$ cat src/logic/fcl_defines.svh
// Offsets, field positions, factory contents and reserved masks of the fuse bytes.
// Assumes it is included by bare name from the fuse loader sources.
`ifndef FCL_DEFINES_SVH
`define FCL_DEFINES_SVH

`define FCL_OFS_WDT 4'h0
`define FCL_OFS_BOD 4'h1
`define FCL_OFS_OSC 4'h2
`define FCL_OFS_SYS0 4'h5

`define FCL_WDT_WINDOW 7:4
`define FCL_WDT_PERIOD 3:0
`define FCL_BOD_THRESHOLD 7:5
`define FCL_BOD_SAMPLE_RATE 4
`define FCL_BOD_ACTIVE 3:2
`define FCL_BOD_SLEEP 1:0
`define FCL_OSC_CLOCK_SOURCE 3:0
`define FCL_SYS_CRC_REGION 7:6
`define FCL_SYS_CRC_POLY 5
`define FCL_SYS_RESET_PIN 3
`define FCL_SYS_EEPROM_RETAIN 0

`define FCL_FACTORY_WDT 8'h00
`define FCL_FACTORY_BOD 8'h00
`define FCL_FACTORY_OSC 8'h00
`define FCL_FACTORY_SYS0 8'hc0

`define FCL_VALID_WDT 8'hff
`define FCL_VALID_BOD 8'hff
`define FCL_VALID_OSC 8'h0f
`define FCL_VALID_SYS0 8'he9

`define FCL_SKIP_CHECK 2'h3
`define FCL_READ_NONE 8'h00

`endif

$ cat src/logic/fcl_pkg.sv
// Types shared by the fuse loader modules.
// Assumes nothing beyond a SystemVerilog compiler.
package fcl_pkg;
    typedef logic [7:0] fcl_byte_t;
    typedef logic [3:0] fcl_addr_t;
    typedef enum logic [2:0] {
        FCL_ST_WDT = 3'h0,
        FCL_ST_BOD = 3'h1,
        FCL_ST_OSC = 3'h2,
        FCL_ST_SYS = 3'h3,
        FCL_ST_DONE = 3'h4
    } fcl_state_e;
endpackage : fcl_pkg

$ cat src/logic/fcl_fuse_byte.sv
// One nonvolatile fuse byte with its factory contents and reserved-bit mask.
// Assumes i_nv_init models the factory load; the byte is not touched by reset.
`timescale 1ns/100ps
module fcl_fuse_byte
    import fcl_pkg::*;
#(
    parameter fcl_byte_t FACTORY = 8'h00,
    parameter fcl_byte_t VALID_MASK = 8'hff,
    parameter fcl_addr_t ADDR = 4'h0
) (
    input wire logic i_ref_clk,
    input wire logic i_nv_init,
    input wire logic i_we,
    input wire fcl_addr_t i_addr,
    input wire fcl_byte_t i_wdata,
    output fcl_byte_t o_value
);
    generate
        if ((FACTORY & ~VALID_MASK) != 8'h00) begin : g_bad_factory
            $error("Factory contents set reserved bits.");
        end
    endgenerate

    wire logic hit = i_we && (i_addr == ADDR);
    wire fcl_byte_t masked = i_wdata & VALID_MASK;

    // Reserved bits are stored as zero whatever the programmer sends.
    always_ff @(posedge i_ref_clk) begin
        if (i_nv_init) begin
            o_value <= FACTORY;
        end else if (hit) begin
            o_value <= masked;
        end
    end
endmodule : fcl_fuse_byte

$ cat src/logic/fcl_erase_ctrl.sv
// Decides whether a chip erase also erases the EEPROM.
// Assumes i_chip_erase is a one-cycle pulse from the erase logic.
`timescale 1ns/100ps
module fcl_erase_ctrl
    import fcl_pkg::*;
(
    input wire logic i_ref_clk,
    input wire logic i_rst,
    input wire logic i_chip_erase,
    input wire logic i_locked,
    input wire logic i_retain,
    output logic o_eeprom_erase
);
    wire logic erase_nxt = i_chip_erase && (i_locked || !i_retain);

    always_ff @(posedge i_ref_clk or posedge i_rst) begin
        if (i_rst) begin
            o_eeprom_erase <= 1'b0;
        end else begin
            o_eeprom_erase <= erase_nxt;
        end
    end
endmodule : fcl_erase_ctrl

$ cat src/logic/fcl_loader.sv
// Fuse storage, read ports and the start-up copy into peripheral control fields.
// Assumes programmer and CPU ports are synchronous to i_ref_clk and i_locked is stable.
`timescale 1ns/100ps
`include "fcl_defines.svh"

module fcl_loader
    import fcl_pkg::*;
(
    input wire logic i_ref_clk,
    input wire logic i_rst,
    input wire logic i_nv_init,
    input wire logic i_locked,
    input wire logic i_prog_we,
    input wire fcl_addr_t i_prog_addr,
    input wire fcl_byte_t i_prog_wdata,
    input wire logic i_prog_rd,
    input wire logic i_cpu_rd,
    input wire fcl_addr_t i_cpu_addr,
    input wire logic i_chip_erase,
    output fcl_byte_t o_prog_rdata,
    output fcl_byte_t o_cpu_rdata,
    output logic [3:0] o_wdt_window,
    output logic [3:0] o_wdt_period,
    output logic [2:0] o_brownout_threshold,
    output logic o_brownout_sample_rate,
    output logic [1:0] o_bod_active_mode,
    output logic [1:0] o_bod_sleep_mode,
    output logic [3:0] o_default_clock_source,
    output logic [1:0] o_crc_check_region,
    output logic o_crc_polynomial_select,
    output logic o_crc_scan_enable,
    output logic o_reset_pin_function,
    output logic o_eeprom_erase,
    output logic o_cpu_release
);
    fcl_byte_t watchdog_fuse;
    fcl_byte_t brownout_fuse;
    fcl_byte_t oscillator_fuse;
    fcl_byte_t system_fuse_zero;
    fcl_state_e state_r;
    fcl_state_e state_nxt;
    logic retain_r;

    // Only the programmer can write, and not while the device is locked.
    wire logic prog_write = i_prog_we && !i_locked;

    fcl_fuse_byte #(.FACTORY(`FCL_FACTORY_WDT), .VALID_MASK(`FCL_VALID_WDT), .ADDR(`FCL_OFS_WDT)) u_wdt (
        .i_ref_clk(i_ref_clk),
        .i_nv_init(i_nv_init),
        .i_we(prog_write),
        .i_addr(i_prog_addr),
        .i_wdata(i_prog_wdata),
        .o_value(watchdog_fuse)
    );
    fcl_fuse_byte #(.FACTORY(`FCL_FACTORY_BOD), .VALID_MASK(`FCL_VALID_BOD), .ADDR(`FCL_OFS_BOD)) u_bod (
        .i_ref_clk(i_ref_clk),
        .i_nv_init(i_nv_init),
        .i_we(prog_write),
        .i_addr(i_prog_addr),
        .i_wdata(i_prog_wdata),
        .o_value(brownout_fuse)
    );
    fcl_fuse_byte #(.FACTORY(`FCL_FACTORY_OSC), .VALID_MASK(`FCL_VALID_OSC), .ADDR(`FCL_OFS_OSC)) u_osc (
        .i_ref_clk(i_ref_clk),
        .i_nv_init(i_nv_init),
        .i_we(prog_write),
        .i_addr(i_prog_addr),
        .i_wdata(i_prog_wdata),
        .o_value(oscillator_fuse)
    );
    fcl_fuse_byte #(.FACTORY(`FCL_FACTORY_SYS0), .VALID_MASK(`FCL_VALID_SYS0), .ADDR(`FCL_OFS_SYS0)) u_sys0 (
        .i_ref_clk(i_ref_clk),
        .i_nv_init(i_nv_init),
        .i_we(prog_write),
        .i_addr(i_prog_addr),
        .i_wdata(i_prog_wdata),
        .o_value(system_fuse_zero)
    );

    // Read decode shared by both read ports; unmapped offsets read as zero.
    function automatic fcl_byte_t fuse_read(input fcl_addr_t addr, input fcl_byte_t wdt, input fcl_byte_t bod,
                                            input fcl_byte_t osc, input fcl_byte_t sys0);
        fcl_byte_t val;
        val = `FCL_READ_NONE;
        case (addr)
            `FCL_OFS_WDT: val = wdt;
            `FCL_OFS_BOD: val = bod;
            `FCL_OFS_OSC: val = osc;
            `FCL_OFS_SYS0: val = sys0;
            default: val = `FCL_READ_NONE;
        endcase
        return val;
    endfunction : fuse_read

    wire fcl_byte_t cpu_sel = fuse_read(i_cpu_addr, watchdog_fuse, brownout_fuse, oscillator_fuse, system_fuse_zero);
    wire fcl_byte_t prog_sel = fuse_read(i_prog_addr, watchdog_fuse, brownout_fuse, oscillator_fuse, system_fuse_zero);
    wire fcl_byte_t prog_rd_nxt = i_locked ? `FCL_READ_NONE : prog_sel;

    always_ff @(posedge i_ref_clk or posedge i_rst) begin
        if (i_rst) begin
            o_cpu_rdata <= 8'h00;
            o_prog_rdata <= 8'h00;
        end else begin
            if (i_cpu_rd) begin
                o_cpu_rdata <= cpu_sel;
            end
            if (i_prog_rd) begin
                o_prog_rdata <= prog_rd_nxt;
            end
        end
    end

    // Start-up walk: one fuse byte per cycle, then the CPU is let go.
    always_comb begin
        state_nxt = state_r;
        case (state_r)
            FCL_ST_WDT: state_nxt = FCL_ST_BOD;
            FCL_ST_BOD: state_nxt = FCL_ST_OSC;
            FCL_ST_OSC: state_nxt = FCL_ST_SYS;
            FCL_ST_SYS: state_nxt = FCL_ST_DONE;
            FCL_ST_DONE: state_nxt = FCL_ST_DONE;
            default: state_nxt = FCL_ST_DONE;
        endcase
    end

    wire logic load_wdt = (state_r == FCL_ST_WDT);
    wire logic load_bod = (state_r == FCL_ST_BOD);
    wire logic load_osc = (state_r == FCL_ST_OSC);
    wire logic load_sys = (state_r == FCL_ST_SYS);
    wire logic crc_enable_nxt = (system_fuse_zero[`FCL_SYS_CRC_REGION] != `FCL_SKIP_CHECK);

    always_ff @(posedge i_ref_clk or posedge i_rst) begin
        if (i_rst) begin
            state_r <= FCL_ST_WDT;
            o_cpu_release <= 1'b0;
        end else begin
            state_r <= state_nxt;
            if (load_sys) begin
                o_cpu_release <= 1'b1;
            end
        end
    end

    // Target fields change only inside the walk, so later fuse writes wait for a reset.
    always_ff @(posedge i_ref_clk or posedge i_rst) begin
        if (i_rst) begin
            o_wdt_window <= 4'h0;
            o_wdt_period <= 4'h0;
        end else if (load_wdt) begin
            o_wdt_window <= watchdog_fuse[`FCL_WDT_WINDOW];
            o_wdt_period <= watchdog_fuse[`FCL_WDT_PERIOD];
        end
    end

    always_ff @(posedge i_ref_clk or posedge i_rst) begin
        if (i_rst) begin
            o_brownout_threshold <= 3'h0;
            o_brownout_sample_rate <= 1'b0;
            o_bod_active_mode <= 2'h0;
            o_bod_sleep_mode <= 2'h0;
        end else if (load_bod) begin
            o_brownout_threshold <= brownout_fuse[`FCL_BOD_THRESHOLD];
            o_brownout_sample_rate <= brownout_fuse[`FCL_BOD_SAMPLE_RATE];
            o_bod_active_mode <= brownout_fuse[`FCL_BOD_ACTIVE];
            o_bod_sleep_mode <= brownout_fuse[`FCL_BOD_SLEEP];
        end
    end

    always_ff @(posedge i_ref_clk or posedge i_rst) begin
        if (i_rst) begin
            o_default_clock_source <= 4'h0;
        end else if (load_osc) begin
            o_default_clock_source <= oscillator_fuse[`FCL_OSC_CLOCK_SOURCE];
        end
    end

    always_ff @(posedge i_ref_clk or posedge i_rst) begin
        if (i_rst) begin
            o_crc_check_region <= 2'h0;
            o_crc_polynomial_select <= 1'b0;
            o_crc_scan_enable <= 1'b0;
            o_reset_pin_function <= 1'b0;
            retain_r <= 1'b0;
        end else if (load_sys) begin
            o_crc_check_region <= system_fuse_zero[`FCL_SYS_CRC_REGION];
            o_crc_polynomial_select <= system_fuse_zero[`FCL_SYS_CRC_POLY];
            o_crc_scan_enable <= crc_enable_nxt;
            o_reset_pin_function <= system_fuse_zero[`FCL_SYS_RESET_PIN];
            retain_r <= system_fuse_zero[`FCL_SYS_EEPROM_RETAIN];
        end
    end

    fcl_erase_ctrl u_erase (
        .i_ref_clk(i_ref_clk),
        .i_rst(i_rst),
        .i_chip_erase(i_chip_erase),
        .i_locked(i_locked),
        .i_retain(retain_r),
        .o_eeprom_erase(o_eeprom_erase)
    );
endmodule : fcl_loader

$ cat config.mk
export PLATFORM = sky130hd
export DESIGN_NAME = fcl_loader
export DESIGN_NICKNAME = d
export VERILOG_FILES = /design/src/logic/fcl_pkg.sv /design/src/logic/fcl_fuse_byte.sv /design/src/logic/fcl_erase_ctrl.sv /design/src/logic/fcl_loader.sv
export VERILOG_INCLUDE_DIRS = /design/src /design/src/logic
export SDC_FILE = /design/constraint.sdc
export NUM_CORES = 1
export LEC_CHECK = 0
export ABC_CLOCK_PERIOD_IN_PS = 2050
export BUFFER_PORTS_ARGS = -buffer_cell sky130_fd_sc_hd__buf_2
export CORE_ASPECT_RATIO = 0.8
export CORE_MARGIN = 2
export CORE_UTILIZATION = 54
export CTS_CLUSTER_DIAMETER = 120
export DETAILED_ROUTE_END_ITERATION = 8
export GPL_ROUTABILITY_DRIVEN = 0
export PLACE_DENSITY_LB_ADDON = 0.12
export SYNTH_ARGS = -nofsm -noshare
export SYNTH_HDL_FRONTEND = slang
export SYNTH_SLANG_ARGS = --single-unit
$ cat constraint.sdc
create_clock -name i_ref_clk -period 2.05 [get_ports i_ref_clk]
set_clock_uncertainty 0.2 [all_clocks]
set_input_delay 0.3075 -clock i_ref_clk [delete_from_list [all_inputs] [get_ports i_ref_clk]]
set_output_delay 0.3075 -clock i_ref_clk [all_outputs]
set_load 0.005 [all_outputs]
; ---- Word level (Yosys, flattened, before mapping)
; Index checks and enable logic that the tools add are counted.
[word_totals]
reg_bits = 72
inputBits = 24
output_inout_bits = 43
[op_classes]
n_eq_ne = 10
n_mux = 4
reduce_logical = 12
[ops]
columns = operator, count
row1 = $pmux 8 s4, 2
row2 = $pmux 3 s3, 1
row3 = $eq 4x1->1 const B, 2
row4 = $eq 4x2->1 const B, 2
row5 = $eq 4x3->1 const B, 2
row6 = $logic_not 4->1, 2
row7 = $mux 8, 1
row8 = $eq 3x2->1 const B, 2
row9 = $logic_and 1x1->1, 6
row10 = $eq 3x1->1 const B, 1
row11 = $logic_not 3->1, 1
row12 = $logic_not 1->1, 2
row13 = $ne 2x2->1 const B, 1
row14 = $logic_or 1x1->1, 1

; ---- Depth between registers and ports, before layout
; Gate-level depths: netlist (run 1).
[logic_depth]
ltp_word = 3
depth_mapped = 5
ltp_nobuf = 3

; ---- By module
; From an unflattened synthesis (run 1), not the netlist that was laid out.
[unflattened]
hier_cells = 310
area_unflattened_um2 = 3538.4
[by_module_without_submodules]
columns = module, instances, cells_each, area_each_um2, seq_area_each_um2
row1 = fcl_loader, 1, 186, 2252.2, 1151.1
row2 = fcl_fuse_byte (u_wdt), 1, 35, 371.6, 160.2
row3 = fcl_fuse_byte (u_bod), 1, 35, 369.1, 160.2
row4 = fcl_fuse_byte (u_sys0), 1, 27, 276.5, 100.1
row5 = fcl_fuse_byte (u_osc), 1, 23, 229.0, 80.1
row6 = fcl_erase_ctrl, 1, 4, 40.0, 25.0

; ---- Least setup slack after synthesis (run 1)
; No wires, ideal clock.
[synth_timing]
kind = reg2reg
from = register state_r[1]
to = register o_bod_active_mode[0]
setup_ns = 0.125
arrival_time_ns = 1.192
t_required_ns = 1.725
setup_slack_ns = 0.533
stages_incl_launch_ff = 4
path_buffers = 1
period_less_slack_ns = 1.517
cell_sequence = dfrtp_1 -> buf_2 -> nor3b_4 -> mux2_2
[synth_via]
elab_chain_len = 1
[synth_rtl]
columns = element, line_no
row1 = "start, declared", fcl_loader.sv:40  ; fcl_state_e state_r;
row2 = "start signal, assigned", fcl_loader.sv:137  ; state_r <= state_nxt;
row3 = $eq 3x1->1, fcl_loader.sv:127  ; wire logic load_bod = (state_r == FCL_ST_BOD);
row4 = "end signal, assigned", fcl_loader.sv:164  ; o_bod_active_mode <= brownout_fuse[`FCL_BOD_ACTIVE];
row5 = "end, declared", fcl_loader.sv:26  ; output logic [1:0] o_bod_active_mode,
; Every way passes these cells.
; A chain may end at the register's enable or synchronous reset.

; ---- Worst setup path after layout (run 1)
[layout_timing]
from = register state_r[0]
to = register o_brownout_threshold[1]
[layout_via]
elab_chain_len = 1
[layout_rtl]
columns = element, line_no
row1 = $eq 3x1->1, fcl_loader.sv:127
row2 = "end signal, assigned", fcl_loader.sv:162  ; o_brownout_threshold <= brownout_fuse[`FCL_BOD_THRESHOLD];
row3 = "end, declared", fcl_loader.sv:24  ; output logic [2:0] o_brownout_threshold,
; Every way passes these cells.

==> results of run 1 <==
critical path: cells and delay by family, from the launching register on:
kind,cells,cell delay (ps)
DFF,1,480
and+or+nand+nor,1,470
muxes,1,390
cells by family (layout without fill, tap and decap cells):
| logic type | Yosys count | in the layout | share of synthesized area |
|---|---|---|---|
| flops | 72 | 72 | 0.509 |
| mux | 40 | 40 | 0.136 |
| simple gates | 62 | 62 | 0.138 |
| buf+inv | 30 | 98 | 0.0513 |
| compound gates | 85 | 85 | 0.163 |
| xor+xnor | 1 | 1 | 0.00266 |
power breakdown:
group | internal, W | total [W] | leakage (nW) | switching [W]
Combinational | 0.0000639 | 0.000180 | 0.780 | 0.000116
Clock | 0.000464 | 0.000969 | 0.0785 | 0.000505
Sequential | 0.00142 | 0.00143 | 0.835 | 0.00000853
state kept, by name, indices dropped and copies added (netlist names), 2 cells and up:
register / cells
u_sys0.o_value: 5
o_default_clock_source: 4
u_bod.o_value: 8
state_r: 3
o_bod_active_mode: 2
o_wdt_period: 4
o_prog_rdata: 8
o_wdt_window: 4
o_cpu_rdata: 8
o_bod_sleep_mode: 2
u_osc.o_value: 4
u_wdt.o_value: 8
o_brownout_threshold: 3
o_crc_check_region: 2
layout make-up:
type,instances,area (µm²),share of cell area
timing repair buffer,72,393,0.103
inverter,11,41.3,0.0108
tap,81,101,0.0265
clock inverter,3,20.0,0.00523
clock buffer,12,145,0.0379
multi-input combinational,188,1450,0.379
sequential,72,1680,0.438
how the worst max path moves through the flow:
stage / depth (start not counted) / endpoint / startpoint
after global routing: 2 / o_bod_sleep_mode[0] / state_r[0]
after detailed placement: 4 / u_bod.o_value[1] / i_prog_addr[1]
after floorplan: 1 / o_bod_active_mode[0] / i_rst
final: 2 / o_brownout_threshold[1] / state_r[0]
after global placement: 4 / u_bod.o_value[2] / i_prog_addr[1]
after CTS: 2 / o_brownout_threshold[1] / state_r[0]
placed cells by master (no fill, tap or decap), drive strengths merged, types with 5 or more instances in the layout:
cell	instances
a21oi	25
a22oi	13
buf	70
clkbuf	12
dfrtp	47
dfxtp	25
inv	11
mux2	38
nand3	25
nor3	5
o21ai	25
o2bb2ai	6
timing repair:
action,4_1_cts,5_1_grt
endpoints found under the hold margin,20,0
setup buffers,0,0
gates resized for setup,0,0
hold buffers,2,0
stage by stage:
stage | total power [W] | instances
6_report | 0.00258 | 439
5_1_grt | 0.00269 | 439
4_1_cts | 0.00260 | 439
3_5_place_dp | 0.00164 | 422
3_3_place_gp | 0.00163 | 422
2_1_floorplan | 0.00158 | 290
metal layers:
metal	vias to the layer above	wire length [µm]	GRT usage
li1	1211	-	-
met1	1212	3570	0.350
met2	98	3420	0.364
met3	4	556	0.0708
met4	0	36	0.0505
met5	-	0	0
==> key figures, run 1 <==
Flow run
  • Number of max-cap violations: 0

Die
  • Die ar.: 6750 µm²
  • Die width: roughly 91 µm
  • Core area: 5910 µm²
  • Die H: around 74 µm
  • Num ports: 67
  • Core Rows: 25
  • Initial Util: 0.557

STA
  • Final setup violation count: 0
  • Setup ws final: approximately 400 ps
  • Final max-slew violation count: 0
  • Crit share post-route: 0.804
  • Hold Violations, Final: 0
  • Maximum clock frequency: 606 MHz
  • RSZ-0062 raised after global routing: no
  • Worst-margin pin slew: ~600 ps
  • Min Hold Slack: about 30 ps
  • Setup TNS: 0 ps
  • Max-slew headroom: 0.589
  • Tmin final: approximately 1600 ps

Drt
  • DR WL/cell: approximately 17 µm
  • Routed via count: about 2,500
  • Via density: between 5 and 6
  • DRT Pass-1 Iters: 4
  • DRC violations left: 0
  • Post-DRT Antenna Nets: 0
  • Initial DRC count: around 170
  • Final wirelength: roughly 7.6 mm

Setup path
  • Critical path peak fanout: 8
  • CP max stage cell: dfrtp_1
  • Worst R2R Path Depth: 2
  • R2R Setup Slk: ~400 ps
  • CP required: between 2000 and 2500 ps
  • CP endpoint kind: register
  • CP cell instances: nor3b_4 > mux2_2
  • Setup CP Type: reg2reg
  • RR Startpoint: state_r[0]
  • Crit path launch type: register
  • Worst stage delay on the critical path: 480 ps
  • Crit path DAT: approximately 1700 ps
  • R2R Path End: o_brownout_threshold[1]

Global routing
  • Overflow after GRT: 0
  • Vias in the first global route: 2,315
  • Largest net degree at the start of global routing: 29
  • Total global-route track usage: 0.242
  • First-pass GRT wire length: ~12 mm
  • Initial antenna violation count: 0

Logic synthesis
  • Top post-synthesis cells by area: dfrtp_1, dfxtp_1, mux2_2
  • FFs w/ async S/R, synth: 0.653
  • Most frequent cells after synthesis: dfrtp_1, mux2_2, a21oi_1, dfxtp_1, nand3_1
  • Post-synth top area cell: dfrtp_1
  • Post-synth EDFFs: 0
  • Synthesis Warnings: 0
  • Yosys cell types: 43
  • Most frequent cell after synthesis: dfrtp_1
  • Syn Inst Count: 290
  • Syn Area/Cell: 11.4 µm²
  • Syn nets: 314
  • Synth Flop Type: dfrtp_1
  • Register area share after synthesis: 0.509
  • Flop and latch count out of synthesis: roughly 70
  • Share of the synthesized area in the top cell type: 0.357
  • Synth Cell Area: about 3300 µm²

Hold path
  • Hold Crit Depth: 3
  • Min-delay worst type: in2reg
  • Hold EP: u_bod.o_value[4]
  • Hold_sp: i_prog_wdata[4]

Final layout
  • N_diodes: 0
  • Layout area overhead: 16.1%
  • Layout Utilization: 0.647
  • Fillers: roughly 520
  • Fin area: roughly 3800 µm²
  • Final Net Count: about 380
  • Layout cells sized above 1: 0.380

Pwr
  • Worst vdd ir: between 300 and 400 µV
  • LEAKAGE: 1.69 nW
  • Power per cell area: around 670 nW/µm²

Placement
  • I/O Buffers: between 60 and 70
  • Dpl cell area: 3640 µm²
  • Pre-CTS setup slack: 191 ps
  • Hpwl dp: between 5 and 6 mm

CTS
  • H-tree Lvls: 3
  • Clock root buffer: clkbuf_8
  • CTS tree: built
  • Total clock buffers created by CTS: 9
  • Clk sinks: roughly 70
  • Clock Latency Late Sink: 340 ps
  • Maximum root-to-sink buffer count: 2
  • Clock slew at reported path FFs: approximately 70 ps

Status
  • Status: finished, final reports clean
No activity file was read; power rests on OpenSTA's default activity.
==> run 2: changes to the inputs <==
--- a/config.mk
+++ b/config.mk
@@ -6,11 +6,12 @@
 export SDC_FILE = /design/constraint.sdc
 export NUM_CORES = 1
 export LEC_CHECK = 0
-export ABC_CLOCK_PERIOD_IN_PS = 2050
+export ABC_AREA = 1
+export ABC_CLOCK_PERIOD_IN_PS = 1400
 export BUFFER_PORTS_ARGS = -buffer_cell sky130_fd_sc_hd__buf_2
 export CORE_ASPECT_RATIO = 0.8
 export CORE_MARGIN = 2
-export CORE_UTILIZATION = 54
+export CORE_UTILIZATION = 49
 export CTS_CLUSTER_DIAMETER = 120
 export DETAILED_ROUTE_END_ITERATION = 8
 export GPL_ROUTABILITY_DRIVEN = 0
==> constraint.sdc (replaced) <==
create_clock -name i_ref_clk -period 1.4 [get_ports i_ref_clk]
set_clock_uncertainty 0.2 [all_clocks]
set_input_delay 0.21 -clock i_ref_clk [delete_from_list [all_inputs] [get_ports i_ref_clk]]
set_output_delay 0.21 -clock i_ref_clk [all_outputs]
set_load 0.005 [all_outputs]
==> key figures, run 2 <==
Final layout
  • Area of the multi-input gates: 1320 µm² (was 1450 µm²)
  • N_diodes: 0 (unchanged)
  • Layout area overhead: 31.5% (was 16.1%)
  • Fillers: 539 (was 516)
  • Final Net Count: 504 (was 378)
  • Commonest non-fill, non-tap cell in the layout: nand2_1 (was buf_2)
  • Layout cells sized above 1: 0.305 (was 0.380)
  • Sequential Area: 1680 µm² (unchanged)
  • Commonest non-fill, non-tap cells in the layout: nand2_1, buf_2, nand3_1 (was buf_2, dfrtp_1, mux2_2)

Logic synthesis
  • Syn nets: 392 (was 314)
  • Post-Synth Simple-Gate Area: 0.276 (was 0.138)
  • Register area share after synthesis: 0.535 (was 0.509)
  • Yosys cell types: 23 (was 43)
  • Flop and latch count out of synthesis: 72 (unchanged)
  • Top post-synthesis cells by area: dfrtp_1, dfxtp_1, nand2_1 (was dfrtp_1, dfxtp_1, mux2_2)
  • Synth Cell Area: 3140 µm² (was 3290 µm²)
  • Post-Synth Adder-Cell Area: 0 (unchanged)
  • Most frequent cells after synthesis: nand2_1, nand3_1, dfrtp_1 (was dfrtp_1, mux2_2, a21oi_1, dfxtp_1, nand3_1)
  • Syn Area/Cell: 8.52 µm² (was 11.4 µm²)
  • Multiplexer share of the synthesized area: 0.0503 (was 0.136)
  • Most frequent cell after synthesis: nand2_1 (was dfrtp_1)
  • Post-synth top area cell: dfrtp_1 (unchanged)
  • Synthesis Warnings: 0 (unchanged)
  • Syn Inst Count: 368 (was 290)
  • Share of the synthesized area in the top cell type: 0.375 (was 0.357)
  • Synth Flop Type: dfrtp_1 (unchanged)
  • Post-Synth XOR/XNOR Area: 0 (was 0.00266)
  • Largest family of logic cells by synthesized area: simple AND/OR/NAND/NOR gates (was compound AO/OA/AOI/OAI gates)
  • Compound-Gate Fraction of Synth Area: 0.0866 (was 0.163)
  • Post-synth EDFFs: 0 (unchanged)
  • FFs w/ async S/R, synth: 0.653 (unchanged)

Drt
  • Via density: 5.17 (was 5.75)
  • DRC violations left: 0 (unchanged)
  • Initial DRC count: 210 (was 171)
  • Post-DRT Antenna Nets: 0 (unchanged)
  • DRT Pass-1 Iters: 4 (unchanged)
  • Final wirelength: 8.59 mm (was 7.58 mm)
  • DR WL/cell: 15.1 µm (was 17.3 µm)
  • Routed via count: 2,939 (was 2,525)

Setup path
  • Setup CP Type: reg2reg (unchanged)
  • Critical path peak fanout: 5 (was 8)
  • R2R Setup Slk: 30 ps (was 400 ps)
  • Worst stage delay on the critical path: 430 ps (was 480 ps)
  • Crit path DAT: 1410 ps (was 1680 ps)
  • CP endpoint kind: register (unchanged)
  • Crit path launch type: register (unchanged)
  • CP required: 1440 ps (was 2080 ps)
  • CP max stage cell: dfrtp_1 (unchanged)
  • CP cell instances: nor2_4 > buf_6 > nand2_4 > mux2_2 (was nor3b_4 > mux2_2)
  • Buf/Inv on CP: 1 (was 0)
  • Cell family with most CP delay: flip-flops (unchanged)

STA
  • Tmin final: 1370 ps (was 1650 ps)
  • Worst-margin pin slew: 335 ps (was 616 ps)
  • RSZ-0062 raised after global routing: yes (was no)
  • Crit share post-route: 0.976 (was 0.804)
  • Final setup violation count: 0 (unchanged)
  • Hold Violations, Final: 0 (unchanged)
  • Max-slew headroom: 0.776 (was 0.589)
  • Maximum clock frequency: 732 MHz (was 606 MHz)
  • Final max-slew violation count: 0 (unchanged)
  • Setup ws final: 34.0 ps (was 401 ps)
  • Min Hold Slack: 25.2 ps (was 29.6 ps)

CTS
  • Total clock buffers created by CTS: 9 (unchanged)
  • Maximum root-to-sink buffer count: 2 (unchanged)
  • Clock slew at reported path FFs: 80 ps (was 70 ps)
  • Clk sinks: 72 (unchanged)
  • H-tree Lvls: 3 (unchanged)
  • Clock Latency Late Sink: 350 ps (was 340 ps)
  • Clock root buffer: clkbuf_8 (unchanged)
  • CTS tree: built (unchanged)

Pwr
  • Worst vdd ir: 674 µV (was 380 µV)
  • LEAKAGE: 2.11 nW (was 1.69 nW)
  • Power per cell area: 948 nW/µm² (was 675 nW/µm²)

Die
  • Die width: 93.5 µm (was 91.3 µm)
  • Core area: 6280 µm² (was 5910 µm²)
  • Core Rows: 26 (was 25)
  • Die ar.: 7060 µm² (was 6750 µm²)
  • Die H: 75.6 µm (was 73.9 µm)
  • Initial Util: 0.500 (was 0.557)
  • Num ports: 67 (unchanged)

Global routing
  • First-pass GRT wire length: 13.2 mm (was 12.4 mm)
  • Vias in the first global route: 2,696 (was 2,315)
  • Total global-route track usage: 0.251 (was 0.242)
  • Largest net degree at the start of global routing: 48 (was 29)
  • Overflow after GRT: 0 (unchanged)
  • Initial antenna violation count: 0 (unchanged)

Placement
  • Pre-CTS setup slack: -114 ps (was 191 ps)
  • I/O Buffers: 66 (unchanged)
  • Hpwl dp: 6.20 mm (was 5.60 mm)

Hold path
  • Min-delay worst type: in2reg (unchanged)

Status
  • Status: finished, final reports clean (unchanged)

Flow run
  • Number of max-cap violations: 0 (unchanged)
==> run 2: worst reg2reg max path, cell delays in order, from the launching register on <==
cell and delay [ps]:
dfrtp_1 430, nor2_4 170, buf_6 130, nand2_4 60
mux2_2 270
==> run 2: logic make-up after synthesis <==
kind of cell           count (synthesis)
AND/OR/NAND/NOR                      191
buffers and inverters                 39
flip-flops                            72
multiplexers                          14
AO/OA/AOI/OAI                         52
==> run 2: path summary, 6_finish.rpt <==
kind,depth (start not counted),endpoint,start
max in group asynchronous,4,o_cpu_rdata[3],i_rst
worst max-delay path,4,o_default_clock_source[1],state_r[2]
min in group asynchronous,4,o_crc_scan_enable,i_rst
worst min register to register,2,o_cpu_rdata[7],o_cpu_rdata[7]
worst max register to register,4,o_default_clock_source[1],state_r[2]
worst min-delay path,4,o_prog_rdata[4],i_prog_rd
==> run 2: routing by layer <==
metal	GRT usage	vias to the layer above	wire (µm)
met5	0	-	0
met4	0.119	0	242
met3	0.0574	30	616
met2	0.409	94	4040
met1	0.326	1381	3690
li1	-	1434	-
==> run 2: where the power goes <==
| group | total [W] | internal [W] | switching, W | leakage, nW |
|---|---|---|---|---|
| logic | 0.000344 | 0.000146 | 0.000197 | 1.21 |
| clock network | 0.00145 | 0.000648 | 0.000801 | 0.0831 |
| registers | 0.00212 | 0.00210 | 0.0000202 | 0.820 |
| total | 0.00391 | 0.00289 | 0.00102 | 2.11 |
==> run 2: layout make-up <==
type,instances,share of cell area
inverters,30,0.0282
clock buffers,10,0.0309
well taps,84,0.0255
repair buffers,110,0.178
multi-input cells,257,0.321
flip-flops and latches,72,0.407
clock inverters,6,0.0103
==> run 2: what timing repair did <==
action	4_1_cts	5_1_grt
hold buffers	16	0
endpoints found under the hold margin	73	0
pin swaps	0	1
resized for setup	3	10
gates cloned	0	1
endpoints found under the setup margin	12	14
setup buffers	1	1
==> run 2: per-stage QoR <==
stage / cells / total power [W] / TNS (ps) / util / instance area, µm²
2_1_floorplan: 368 / 0.00230 / 0 / - / 3140
5_1_grt: 569 / 0.00406 / -68.1 / 0.657 / 4120
6_report: 569 / 0.00391 / 0 / 0.657 / 4120
3_3_place_gp: 534 / 0.00246 / -343 / 0.595 / 3740
3_5_place_dp: 534 / 0.00246 / -791 / 0.595 / 3740
4_1_cts: 567 / 0.00393 / 0 / 0.650 / 4080
